$ cat src/hw/btr_pkg.sv
// Purpose: Shared constants and types for the balance, timer and recovery
//          command block.
// Assumes: 50 MHz system clock, APB with 32-bit data.
// Notes:   Offsets are byte addresses; each register takes one word.
package btr_pkg;

    ////////////////////////////////////////////////////////////////////////
    // Bus geometry and register offsets
    localparam int          ADDR_W        = 8;
    localparam int          DATA_W        = 32;
    localparam logic [7:0]  ADDR_BALANCE  = 8'h00;
    localparam logic [7:0]  ADDR_TIMER    = 8'h04;
    localparam logic [7:0]  ADDR_RECOVERY = 8'h08;
    localparam logic [7:0]  ADDR_STATUS   = 8'h0C;

    ////////////////////////////////////////////////////////////////////////
    // Field layouts and reset values
    localparam logic [7:0]  BALANCE_VALID  = 8'h3E;
    localparam logic [7:0]  BALANCE_RST    = 8'h00;
    localparam logic [15:0] TIMER_WRITABLE = 16'h0FFF;
    localparam logic [15:0] TIMER_RST      = 16'h0000;
    localparam logic [7:0]  RECOVERY_VALID = 8'hFE;
    localparam int          TMR_VALUE_LSB  = 0;
    localparam int          TMR_SD_BIT     = 8;
    localparam int          TMR_DLY_LSB    = 9;
    localparam int          TMR_WAKE_BIT   = 11;
    localparam int          ST_RUNNING_BIT = 0;
    localparam int          ST_SHUT_BIT    = 1;
    localparam int          ST_REG_BIT     = 2;
    localparam int          ST_LONG_BIT    = 3;
    localparam int          ST_REMAIN_LSB  = 8;

    ////////////////////////////////////////////////////////////////////////
    // Timing
    localparam int          CLK_HZ        = 50_000_000;
    localparam int          TICK_MS       = 250;
    localparam int          TICK_CYCLES   = CLK_HZ / 1000 * TICK_MS;
    localparam int          SEC_MS        = 1000;
    localparam logic [2:0]  TICKS_PER_SEC = 3'(SEC_MS / TICK_MS);
    localparam logic [7:0]  SHORT_MAX     = 8'h10;
    localparam logic [7:0]  LONG_OFFSET   = 8'h0C;
    localparam int          DLY1_MS       = 250;
    localparam int          DLY2_MS       = 1000;
    localparam int          DLY3_MS       = 4000;
    localparam logic [4:0]  DLY1_TICKS    = 5'(DLY1_MS / TICK_MS);
    localparam logic [4:0]  DLY2_TICKS    = 5'(DLY2_MS / TICK_MS);
    localparam logic [4:0]  DLY3_TICKS    = 5'(DLY3_MS / TICK_MS);

    ////////////////////////////////////////////////////////////////////////
    // Countdown states
    typedef enum logic [1:0] {
        TMR_IDLE,
        TMR_DELAY,
        TMR_SHUT,
        TMR_RUN
    } timer_state_e;

endpackage

$ cat src/hw/level_sync.sv
// Purpose: Two-flop synchroniser for a vector of independent levels.
// Assumes: Each bit is a slow level; bits are not coherent as a word.
// Notes:   Stage one feeds stage two only.
module level_sync #(
    parameter int WIDTH = 1
) (
    input  wire logic             sys_clk,   // System clock
    input  wire logic             srst,      // Synchronous reset
    input  wire logic [WIDTH-1:0] async_in,  // Levels from outside
    output logic      [WIDTH-1:0] sync_out   // Synchronised levels
);

    logic [WIDTH-1:0] stage_one;

    // Two flip-flops per bit
    always_ff @(posedge sys_clk)
    begin
        if (srst)
        begin
            stage_one <= '0;
            sync_out  <= '0;
        end
        else
        begin
            stage_one <= async_in;
            sync_out  <= stage_one;
        end
    end

endmodule

$ cat src/hw/quarter_tick.sv
// Purpose: Free-running tick generator with restart.
// Assumes: CYCLES is at least 2.
// Notes:   Restart realigns so the first tick is a full period later.
module quarter_tick #(
    parameter int CYCLES = 12_500_000
) (
    input  wire logic sys_clk,  // System clock
    input  wire logic srst,     // Synchronous reset
    input  wire logic restart,  // Realign the period
    output logic      tick      // One-cycle pulse per period
);

    localparam int CW = $clog2(CYCLES);
    localparam logic [CW-1:0] LAST = CW'(CYCLES - 1);

    logic [CW-1:0] count;

    // Period counter
    always_ff @(posedge sys_clk)
    begin
        if (srst || restart)
        begin
            count <= '0;
            tick  <= 1'b0;
        end
        else if (count == LAST)
        begin
            count <= '0;
            tick  <= 1'b1;
        end
        else
        begin
            count <= count + 1'b1;
            tick  <= 1'b0;
        end
    end

endmodule

$ cat src/hw/balance_timer_recovery_cmds.sv
// Purpose: Command registers for cell balancing, the regulator countdown
//          timer and protection recovery, reached over APB.
// Assumes: Alarm status bits arrive from another domain; the regulator
//          output setting comes from logic on this clock.
// Notes:   Zero-wait APB slave; read data is captured in the setup cycle.
//
// Notes on behaviour
// - Balance register reads back balancing cells
// - Set bits start balancing; zero stops all
// - Reserved balance bits 7,6,0 read zero
// - Bits 1..5 pick cells 1..5, lowest first
// - Alarm wake off: alarms never restore regulator
// - Alarm wake with shutdown: alarm restores regulator
// - Delay field picks 0, 250ms, 1s, 4s
// - Shutdown bit turns regulator off after delay
// - Expiry restores regulator per output setting
// - Value 1-16 quarter seconds, 17-255 seconds
// - Zero value disables the countdown
// - Every non-zero value write restarts countdown
// - Recovery bits 7..1 pick faults, 0 reserved
// - Writing one triggers recovery; zero does nothing
//
// The placing of the registers and the APB interface to the registers were left to the implementer.
module balance_timer_recovery_cmds
    import btr_pkg::*;
#(
    parameter int ALARM_W     = 16,                  // Alarm status width
    parameter int TICK_PERIOD = btr_pkg::TICK_CYCLES // Cycles per tick
) (
    input  wire logic                      sys_clk,          // 50 MHz clock
    input  wire logic                      srst,             // Sync reset
    input  wire logic                      psel,             // APB select
    input  wire logic                      penable,          // APB enable
    input  wire logic                      pwrite,           // APB write
    input  wire logic [btr_pkg::ADDR_W-1:0] paddr,           // APB address
    input  wire logic [btr_pkg::DATA_W-1:0] pwdata,          // APB wdata
    output logic      [btr_pkg::DATA_W-1:0] prdata,          // APB rdata
    output logic                           pready,           // APB ready
    output logic                           pslverr,          // APB error
    input  wire logic [ALARM_W-1:0]        alarm_status,     // Alarm bits
    input  wire logic                      regulator_output_config, // On
    output logic      [7:0]                balance_select_bits, // Cells
    output logic                           regulator_output, // LDO enable
    output logic      [7:0]                fault_recover_pulse // Recovery
);

    import btr_pkg::*;

    ////////////////////////////////////////////////////////////////////////
    // Declarations
    logic [7:0]         balance_cell_mask;
    logic [15:0]        wake_countdown_control;
    timer_state_e       timer_state;
    logic [7:0]         remaining;
    logic               long_mode;
    logic [2:0]         quarter;
    logic [4:0]         delay_left;

    // Alarm path and tick
    logic [ALARM_W-1:0] alarm_sync;
    logic [ALARM_W-1:0] alarm_prev;
    logic               alarm_rise;
    logic               tick;

    // Bus decode
    logic               setup_phase;
    logic               access_write;
    logic               hit_balance;
    logic               hit_timer;
    logic               hit_recovery;
    logic               hit_status;
    logic               hit_any;

    // Timer write and countdown
    logic [7:0]         new_value;
    logic               new_sd;
    logic [1:0]         new_dly;
    logic               timer_write;
    logic               timer_start;
    logic               timer_stop;
    logic [4:0]         start_delay;
    logic               unit_done;
    logic               expire;
    logic               wake_now;

    // Read path
    logic [DATA_W-1:0]  status_word;
    logic [DATA_W-1:0]  read_mux;

    ////////////////////////////////////////////////////////////////////////
    // Helpers
    // Alarms pass two flops
    level_sync #(
        .WIDTH    (ALARM_W)
    ) u_alarm_sync (
        .sys_clk  (sys_clk),
        .srst     (srst),
        .async_in (alarm_status),
        .sync_out (alarm_sync)
    );

    // Tick base, realigned on start
    quarter_tick #(
        .CYCLES   (TICK_PERIOD)
    ) u_tick (
        .sys_clk  (sys_clk),
        .srst     (srst),
        .restart  (timer_start),
        .tick     (tick)
    );

    ////////////////////////////////////////////////////////////////////////
    // APB decode
    assign setup_phase  = psel && !penable;
    assign access_write = psel && penable && pwrite;
    assign pready       = psel && penable;

    // Register decode
    assign hit_balance  = (paddr == ADDR_BALANCE);
    assign hit_timer    = (paddr == ADDR_TIMER);
    assign hit_recovery = (paddr == ADDR_RECOVERY);
    assign hit_status   = (paddr == ADDR_STATUS);
    assign hit_any      = hit_balance || hit_timer || hit_recovery
                          || hit_status;

    // Read data and error, captured in the setup cycle
    always_comb
    begin
        read_mux = '0;
        if (hit_balance)
            read_mux = DATA_W'(balance_cell_mask & BALANCE_VALID);
        else if (hit_timer)
            read_mux = DATA_W'(wake_countdown_control & TIMER_WRITABLE);
        else if (hit_status)
            read_mux = status_word;
    end

    // Registered read response
    always_ff @(posedge sys_clk)
    begin
        if (srst)
        begin
            prdata  <= '0;
            pslverr <= 1'b0;
        end
        else if (setup_phase)
        begin
            prdata  <= pwrite ? '0 : read_mux;
            pslverr <= !hit_any || (pwrite && hit_status);
        end
    end

    ////////////////////////////////////////////////////////////////////////
    // Balancing mask; reserved bits are dropped on write
    always_ff @(posedge sys_clk)
    begin
        if (srst)
            balance_cell_mask <= BALANCE_RST;
        else if (access_write && hit_balance)
            balance_cell_mask <= pwdata[7:0] & BALANCE_VALID;
    end

    // Bit n drives the switch of cell n, bit 1 being the lowest cell
    assign balance_select_bits = balance_cell_mask;

    ////////////////////////////////////////////////////////////////////////
    // Recovery triggers: one-cycle pulse per one written to bits 7..1
    generate
        for (genvar b = 0; b < 8; b++)
        begin : g_recover
            always_ff @(posedge sys_clk)
            begin
                if (srst)
                    fault_recover_pulse[b] <= 1'b0;
                else
                    fault_recover_pulse[b] <= access_write && hit_recovery
                        && pwdata[b] && RECOVERY_VALID[b];
            end
        end
    endgenerate

    ////////////////////////////////////////////////////////////////////////
    // Timer control register
    assign timer_write = access_write && hit_timer;
    assign new_value   = pwdata[TMR_VALUE_LSB +: 8];
    assign new_sd      = pwdata[TMR_SD_BIT];
    assign new_dly     = pwdata[TMR_DLY_LSB +: 2];

    // Start and stop strobes
    assign timer_start = timer_write && (new_value != '0);
    assign timer_stop  = timer_write && (new_value == '0);

    // Stored control word
    always_ff @(posedge sys_clk)
    begin
        if (srst)
            wake_countdown_control <= TIMER_RST;
        else if (timer_write)
            wake_countdown_control <= pwdata[15:0] & TIMER_WRITABLE;
    end

    // Delay before shutdown in ticks
    always_comb
    begin
        case (new_dly)
            2'h1:    start_delay = DLY1_TICKS;
            2'h2:    start_delay = DLY2_TICKS;
            2'h3:    start_delay = DLY3_TICKS;
            default: start_delay = '0;
        endcase
    end

    ////////////////////////////////////////////////////////////////////////
    // Alarm rising edge on synchronised bits
    always_ff @(posedge sys_clk)
    begin
        if (srst)
            alarm_prev <= '0;
        else
            alarm_prev <= alarm_sync;
    end

    // Any bit going high
    assign alarm_rise = |(alarm_sync & ~alarm_prev);

    // Alarm wake needs both the wake and the shutdown bits
    assign wake_now = alarm_rise
                      && wake_countdown_control[TMR_WAKE_BIT]
                      && wake_countdown_control[TMR_SD_BIT]
                      && (timer_state == TMR_SHUT
                          || timer_state == TMR_DELAY);

    ////////////////////////////////////////////////////////////////////////
    // Countdown: short range counts ticks, long range counts seconds
    assign unit_done = tick && (!long_mode
                       || quarter == TICKS_PER_SEC - 3'h1);

    // Last unit of a running timer
    assign expire    = unit_done && (remaining == 8'h01)
                       && (timer_state != TMR_IDLE);

    // Units left and second phase
    always_ff @(posedge sys_clk)
    begin
        if (srst)
        begin
            remaining <= '0;
            long_mode <= 1'b0;
            quarter   <= '0;
        end
        else if (timer_start)
        begin
            long_mode <= (new_value > SHORT_MAX);
            remaining <= (new_value > SHORT_MAX) ? new_value - LONG_OFFSET
                                                 : new_value;
            quarter   <= '0;
        end
        else if (timer_stop || expire)
        begin
            remaining <= '0;
            quarter   <= '0;
        end
        else if (timer_state != TMR_IDLE && tick)
        begin
            quarter <= (quarter == TICKS_PER_SEC - 3'h1) ? '0
                                                         : quarter + 3'h1;
            if (unit_done)
                remaining <= remaining - 8'h01;
        end
    end

    // Shutdown delay counter
    always_ff @(posedge sys_clk)
    begin
        if (srst)
            delay_left <= '0;
        else if (timer_start)
            delay_left <= start_delay;
        else if (timer_state == TMR_DELAY && tick && delay_left != '0)
            delay_left <= delay_left - 5'h01;
    end

    ////////////////////////////////////////////////////////////////////////
    // Timer state; a write outranks expiry, expiry outranks alarm wake
    always_ff @(posedge sys_clk)
    begin
        if (srst)
            timer_state <= TMR_IDLE;
        else if (timer_start)
        begin
            if (!new_sd)
                timer_state <= TMR_RUN;
            else if (!regulator_output || start_delay == '0)
                timer_state <= TMR_SHUT;
            else
                timer_state <= TMR_DELAY;
        end
        else if (timer_stop)
            timer_state <= TMR_IDLE;
        else if (expire)
            timer_state <= TMR_IDLE;
        else if (wake_now)
            timer_state <= TMR_RUN;
        else
        begin
            case (timer_state)
                TMR_DELAY:
                begin
                    if (tick && delay_left == 5'h01)
                        timer_state <= TMR_SHUT;
                end
                TMR_IDLE,
                TMR_SHUT,
                TMR_RUN:
                    timer_state <= timer_state;
                default:
                    timer_state <= TMR_IDLE;
            endcase
        end
    end

    ////////////////////////////////////////////////////////////////////////
    // Regulator enable follows its setting unless the timer holds it off
    always_ff @(posedge sys_clk)
    begin
        if (srst)
            regulator_output <= 1'b0;
        else
            regulator_output <= regulator_output_config
                                && timer_state != TMR_SHUT;
    end

    ////////////////////////////////////////////////////////////////////////
    // Status word
    always_comb
    begin
        status_word                 = '0;
        status_word[ST_RUNNING_BIT] = (timer_state != TMR_IDLE);
        status_word[ST_SHUT_BIT]    = (timer_state == TMR_SHUT);
        status_word[ST_REG_BIT]     = regulator_output;
        status_word[ST_LONG_BIT]    = long_mode;
        status_word[ST_REMAIN_LSB +: 8] = remaining;
    end

endmodule

$ cat config.mk
export PLATFORM = sky130hd
export DESIGN_NAME = balance_timer_recovery_cmds
export DESIGN_NICKNAME = d
export VERILOG_FILES = /design/src/hw/btr_pkg.sv /design/src/hw/level_sync.sv /design/src/hw/quarter_tick.sv /design/src/hw/balance_timer_recovery_cmds.sv
export SDC_FILE = /design/constraint.sdc
export NUM_CORES = 1
export LEC_CHECK = 0
export BUFFER_PORTS_ARGS = -buffer_cell sky130_fd_sc_hd__buf_2
export CAP_MARGIN = 20
export CORE_MARGIN = 5
export CORE_UTILIZATION = 59
export DETAILED_ROUTE_END_ITERATION = 7
export GPL_TIMING_DRIVEN = 1
export MAX_ROUTING_LAYER = met4
export PLACE_DENSITY_LB_ADDON = 0.12
export RECOVER_POWER = 50
export SKIP_CTS_REPAIR_TIMING = 1
export SYNTH_ARGS = -nofsm -noshare
export SYNTH_HDL_FRONTEND = slang
export SYNTH_SLANG_ARGS = --single-unit
$ cat constraint.sdc
create_clock -name sys_clk -period 2.85 [get_ports sys_clk]
set_input_delay 0 -clock sys_clk [delete_from_list [all_inputs] [get_ports sys_clk]]
set_output_delay 0 -clock sys_clk [all_outputs]
set_load 0.1 [all_outputs]
==> flow_summary.yaml, run 1 <==
cts:
  root_buffer: "clkbuf_8"
  cts_buffer_depth: 2
  cts-htree-levels: 4
  cts.sinks: 134
  clock_latency_ps: 520
  numCtsBuffers: 17
  clk_pin_slew_ps: 70
  tritoncts: "done"
critical_path:
  cp_max_fo: 12
  path_class: "primary input to register"
  r2r_slack_ps: 490
  arrival_ps: 2730
  end_kind: "register"
  critPathRequiredTime_ps: 3190
  critPathLaunchType: "primary input"
logic_synthesis:
  synth-edff-count: 0
  yosysSeqAreaShare_pct: 48.8
  synth_flop_cell: "dfxtp_1"
  ys_seq_elements: 134
  synth_warnings: 0
  synth_most_common_cell: "dfxtp_1"
  synth_top_cell_area_share_pct: 48.8
  yosys.cell_types.count: 50
  syn_inst: 614
  ys_async_sr_fraction_pct: 0
  ys_top_cells_by_area: "dfxtp_1, nor2b_1, nor2_1, a21oi_1, nand2_1"
  synth.largest_area_cell: "dfxtp_1"
  synth_common_cells: "dfxtp_1, nor2_1, nand2_1"
  synth_area_um2: 5500
  synth.avg_cell_area_um2: 8.96
sta:
  timing.final.ws_setup_ps: 451
  rsz0062_at_grt: "false"
  setup_viol: 0
  max_slew_margin_pct: -2.00
  tns_ps: 0
  max_freq_mhz: 417
  maxSlewViolCount: 36
  skew_ps: 13.5
  fin_crit_sh_pct: 84.2
  period_needed_ps: 2400
  tightest_slew_ps: 1530
  hold_viol_final: 0
pwr:
  peakVddDrop_mv: 0.462
  leakagePower_nw: 2.62
  power-per-cell-area_nw_per_um2: 648
status:
  violations: "capacitance limit, slew limit"
  status: "complete, but fails checks"
global_routing:
  grt_remaining_overflow: 0
  antenna_found_initial: 0
  grt_pass1_wl_mm: 19.1
  grt_max_degree: 70
  grt_usage_pct: 21.6
  grt_pass1_vias: 4078
placed_design:
  dp_slack_ps: 488
  io_buffer_count: 72
  routabilityCongestion: 0.885
  hpwl_mm: 8.00
final_layout:
  area_growth_pct: 22.3
  layout-drive-gt1-share_pct: 13.2
  num_antenna_cells: 0
  fin_nets: 788
run:
  drv_cap: 1
detailed_routing:
  firstDrtPassIters: 4
  post_drt_wl_per_cell_um: 14.4
  vias: 4437
  routed_via_density: 5.29
  dr.first_iter.drc_count: 209
  antenna_left: 0
  wl_mm: 12.1
  drc: 0
hold_path:
  hold_class: "primary input to register"
floorplan:
  io_pins: 113
  rows: 35
  die_w_um: 107
  start_util_pct: 60.1
  die_y_um: 107
  die_area_um2: 11400
  coreArea_um2: 9150
cells in the final DEF, fill, tap and decap left out, types with 8 or more instances in the layout:
cell type,n
a21oi_1,39
buf_2,43
a22oi_1,10
nand2_1,51
xnor2_1,11
mux2i_1,11
clkbuf_1,30
nor4_1,8
ha_1,12
dfxtp_1,134
a31oi_1,8
nand2b_1,14
nor2b_1,44
conb_1,20
xor2_1,17
and2_1,9
nor3_1,19
nor2_1,68
nand3_1,14
o21ai_0,8
clkbuf_16,16
dlygate4sd3_1,32
inv_1,26
state kept, by name, indices dropped and copies added, names as in the netlist:
| register | cells |
|---|---|
| alarm_prev | 16 |
| balance_select_bits | 5 |
| delay_left | 5 |
| fault_recover_pulse | 7 |
| long_mode | 1 |
| prdata | 16 |
| pslverr | 1 |
| quarter | 3 |
| regulator_output | 1 |
| remaining | 8 |
| timer_state | 2 |
| u_alarm_sync.stage_one | 16 |
| u_alarm_sync.sync_out | 16 |
| u_tick.count | 24 |
| u_tick.tick | 1 |
| wake_countdown_control | 12 |
worst max-delay path: stages:
cell and delay (ps):
dlygate4sd3_1 540, buf_2 180, inv_1 70, ha_1 150
or3b_2 500, nor3_2 320, nor4_2 80, buf_4 200
nand3_1 80, dlygate4sd3_1 540, a21oi_1 60
cell families after synthesis:
group,Yosys count,synth area share (%)
and+or+nand+nor,265,25.4
buffers and inverters,74,6.53
other,1,0.0682
DFF,134,48.8
xor gates and xnor gates,28,4.46
muxes,12,2.21
AOI/OAI and AO/OA,88,9.83
adders and majority gates,12,2.73
worst paths after layout:
path | startpoint | end | depth (start not counted)
setup / recovery | pwdata[3] | delay_left[4]$_SDFFE_PP0P_ | 11
setup reg to reg | u_tick.count[6]$_SDFF_PP0_ | u_tick.count[18]$_SDFF_PP0_ | 5
hold reg to reg | u_alarm_sync.stage_one[14]$_SDFF_PP0_ | u_alarm_sync.sync_out[14]$_SDFF_PP0_ | 1
hold / removal | paddr[3] | prdata[4]$_SDFFE_PP0P_ | 4
layout make-up:
| class | instances | area, um2 |
|---|---|---|
| fillers | 663 | 2430 |
| inverters | 26 | 97.6 |
| well taps | 111 | 139 |
| clock buffers | 17 | 414 |
| clock inverters | 15 | 179 |
| multi-input cells | 425 | 2530 |
| repair buffers | 110 | 683 |
| flip-flops and latches | 134 | 2680 |
routing by layer:
layer | global-route usage, % | vias up | share of wire, % | routed length [um]
met5 | - | - | 0 | 0
met4 | 7.67 | 0 | 2.3 | 278
met3 | 5.95 | 22 | 5.8 | 695
met2 | 35.7 | 137 | 49 | 5950
met1 | 25.4 | 2034 | 43 | 5160
li1 | - | 2244 | - | -
through the flow:
step	util [%]	cells	total power (W)	area [um2]	hold slack, ps
finish	73.5	838	0.00436	6720	12.7
detailed placement	64.0	774	0.00224	5850	213
global route	73.5	838	0.00451	6720	34.2
CTS	70.4	806	0.00435	6450	-339
floorplan	-	633	0.00220	5570	122
global placement	64.0	774	0.00224	5850	206
power by group:
| part | leakage [nW] | internal, W | switching [W] |
|---|---|---|---|
| Clock | 0.290 | 0.00114 | 0.000976 |
| Combinational | 1.24 | 0.0000877 | 0.000233 |
| Sequential | 1.09 | 0.00190 | 0.0000114 |
(Power assumes the default switching activity.)
==> inputs of run 2 (changes only) <==
ABC_AREA = 1   (was not set)
CORE_UTILIZATION = 50   (was 59)
clock period = 2.2 ns   (was 2.85 ns; I/O delays follow)
==> run 2 against run 1 <==
The run now ends clean; power increased by 34%; sequential cell count unchanged; first-iteration DRC count up 27%.
==> flow_summary.yaml, run 2 <==
status:
  status: "finished clean"
floorplan:
  die_y_um: 120
  start_util_pct: 50.7
  die_w_um: 120
  rows: 40
  io_pins: 113
  die_area_um2: 14400
  coreArea_um2: 11900
placed_design:
  dp_slack_ps: 476
  dp.cells: 1062
  hpwl_mm: 9.43
  io_buffer_count: 72
  routabilityCongestion: 0.925
cts:
  clk_pin_slew_ps: 60
  clock_latency_ps: 420
  cts-htree-levels: 4
  cts_buffer_depth: 2
  cts.sinks: 134
  root_buffer: "clkbuf_16"
  tritoncts: "done"
  numCtsBuffers: 17
sta:
  tightest_slew_ps: 1180
  max_freq_mhz: 529
  skew_ps: 9.45
  maxSlewViolCount: 0
  setup_viol: 0
  tns_ps: 0
  fin_crit_sh_pct: 86.0
  max_slew_margin_pct: 21.2
  rsz0062_at_grt: "false"
  period_needed_ps: 1890
  timing.final.ws_setup_ps: 308
  hold_viol_final: 0
logic_synthesis:
  synth-edff-count: 0
  synth_warnings: 0
  synth_most_common_cell: "nand2_1"
  synth_common_cells: "nand2_1, inv_1, dfxtp_1"
  yosys.cell_types.count: 34
  synth_area_um2: 6040
  synth.avg_cell_area_um2: 7.05
  ys_async_sr_fraction_pct: 0
  synth_top_cell_area_share_pct: 44.4
  syn_inst: 856
  synth_flop_cell: "dfxtp_1"
  ys_seq_elements: 134
  synth.largest_area_cell: "dfxtp_1"
  yosysSeqAreaShare_pct: 44.4
  ys_top_cells_by_area: "dfxtp_1, nand2_1, inv_1, nor2_1, a21oi_1"
global_routing:
  grt_pass1_vias: 4634
  grt_remaining_overflow: 0
  grt_max_degree: 61
  grt_pass1_wl_mm: 21.4
  use_met3_pct: 5.56
  grt_use_met2_pct: 27.9
  grtUsageMet1_pct: 25.2
  gr-max-usage-layer: "met2"
  antenna_found_initial: 0
  grt_usage_pct: 19.2
critical_path:
  r2r_cells: 12
  worstReg2RegEnd: "timer_state[0]$_SDFFE_PP0P_"
  critPathRequiredTime_ps: 2510
  crit_end: "u_tick.count[21]$_SDFF_PP0_"
  cpMostUsedCell: "inv_2"
  path_class: "primary input to register"
  critPathLaunchType: "primary input"
  critPathMaxStageDelay_ps: 520
  arrival_ps: 2200
  r2r_slack_ps: 470
  r2r_start: "timer_state[0]$_SDFFE_PP0P_"
  cp_max_fo: 19
  startpoint: "pwrite"
  cp_slowest_cell: "dlygate4sd3_1"
  end_kind: "register"
  path_cells: "dlygate4sd3_1 -> clkbuf_1 -> inv_2 -> nor2_1 -> inv_1 -> nor2_4 -> nand2_4 -> inv_2 -> nor2_2 -> nand2_4 -> inv_2 -> nand2_1 -> inv_1"
detailed_routing:
  firstDrtPassIters: 5
  drc: 0
  routed_via_density: 4.66
  vias: 5230
  dr.first_iter.drc_count: 265
  wl_mm: 13.3
  post_drt_wl_per_cell_um: 11.8
  antenna_left: 0
final_layout:
  regMostFlops: "u_tick.count"
  largest_register_ff_count: 24
  fin_cells: 1123
  final_common_cell: "nand2_1"
  mostFrequentLayoutCells: "nand2_1, inv_1, dfxtp_1"
  fin_nets: 1037
  num_antenna_cells: 0
  area_growth_pct: 21.0
  fillers: 1145
  layout-drive-gt1-share_pct: 10.9
pwr:
  leakagePower_nw: 3.50
  peakVddDrop_mv: 0.623
  power-per-cell-area_nw_per_um2: 800
hold_path:
  hold_class: "primary input to register"
run:
  drv_cap: 0
-- run 2: report_power, final --
| group | switching, W | total, W | internal (W) |
|---|---|---|---|
| registers | 0.0000162 | 0.00249 | 0.00247 |
| clock network | 0.00112 | 0.00293 | 0.00181 |
| logic | 0.000321 | 0.000429 | 0.000108 |
-- run 2: worst max-delay path: cells and delay by family --
family,cells,cell delay (ps)
buffers and inverters,7,1240
and+or+nand+nor,6,940
-- run 2: worst min path at each step --
stage / to / cells after the start / slack [ps] / start
4_1_cts: u_alarm_sync.stage_one[4]$_SDFF_PP0_ / 3 / -240 / alarm_status[4]
5_1_grt: balance_select_bits[4]$_SDFFE_PP0P_ / 3 / 20 / pwdata[4]
2_1_floorplan: u_alarm_sync.stage_one[0]$_SDFF_PP0_ / 2 / 110 / alarm_status[0]
6_report: balance_select_bits[4]$_SDFFE_PP0P_ / 3 / 3 / pwdata[4]
3_5_place_dp: u_alarm_sync.stage_one[10]$_SDFF_PP0_ / 3 / 210 / alarm_status[10]
3_3_place_gp: u_alarm_sync.stage_one[11]$_SDFF_PP0_ / 3 / 200 / alarm_status[11]
-- run 2: kinds of logic after synthesis --
family,share of synthesized area [%]
buffers and inverters,14.8
other,0.0621
AO/OA/AOI/OAI,7.34
AND/OR/NAND/NOR,28.1
XOR/XNOR,2.76
adder cells (fa/ha/maj),2.49
flip-flops,44.4
-- run 2: area by class of cell --
| cell class | count | area [um2] | area share, % |
|---|---|---|---|
| Inverter | 173 | 649 | 8.89 |
| Tap cell | 147 | 184 | 2.52 |
| Timing Repair Buffer | 106 | 661 | 9.05 |
| Sequential cell | 134 | 2680 | 36.7 |
| Clock buffer | 17 | 425 | 5.82 |
| Clock inverter | 15 | 186 | 2.55 |
| Multi-Input combinational cell | 531 | 2510 | 34.4 |
-- run 2: routing by layer --
metal / wire (um) / vias up
met5: 0 / -
met4: 225 / 0
met3: 809 / 17
met2: 6010 / 137
met1: 6230 / 2290
li1: - / 2786
-- run 2: metrics by stage --
| stage | hold slack (ps) | power (W) | cell area, um2 | utilization (%) |
|---|---|---|---|---|
| after detailed placement | 207 | 0.00293 | 6440 | 54.1 |
| after floorplan | 107 | 0.00287 | 6110 | - |
| after CTS | -239 | 0.00586 | 7060 | 59.2 |
| after global routing | 19.1 | 0.00607 | 7300 | 61.3 |
| final | 3.32 | 0.00584 | 7300 | 61.3 |
| after global placement | 199 | 0.00292 | 6440 | 54.1 |
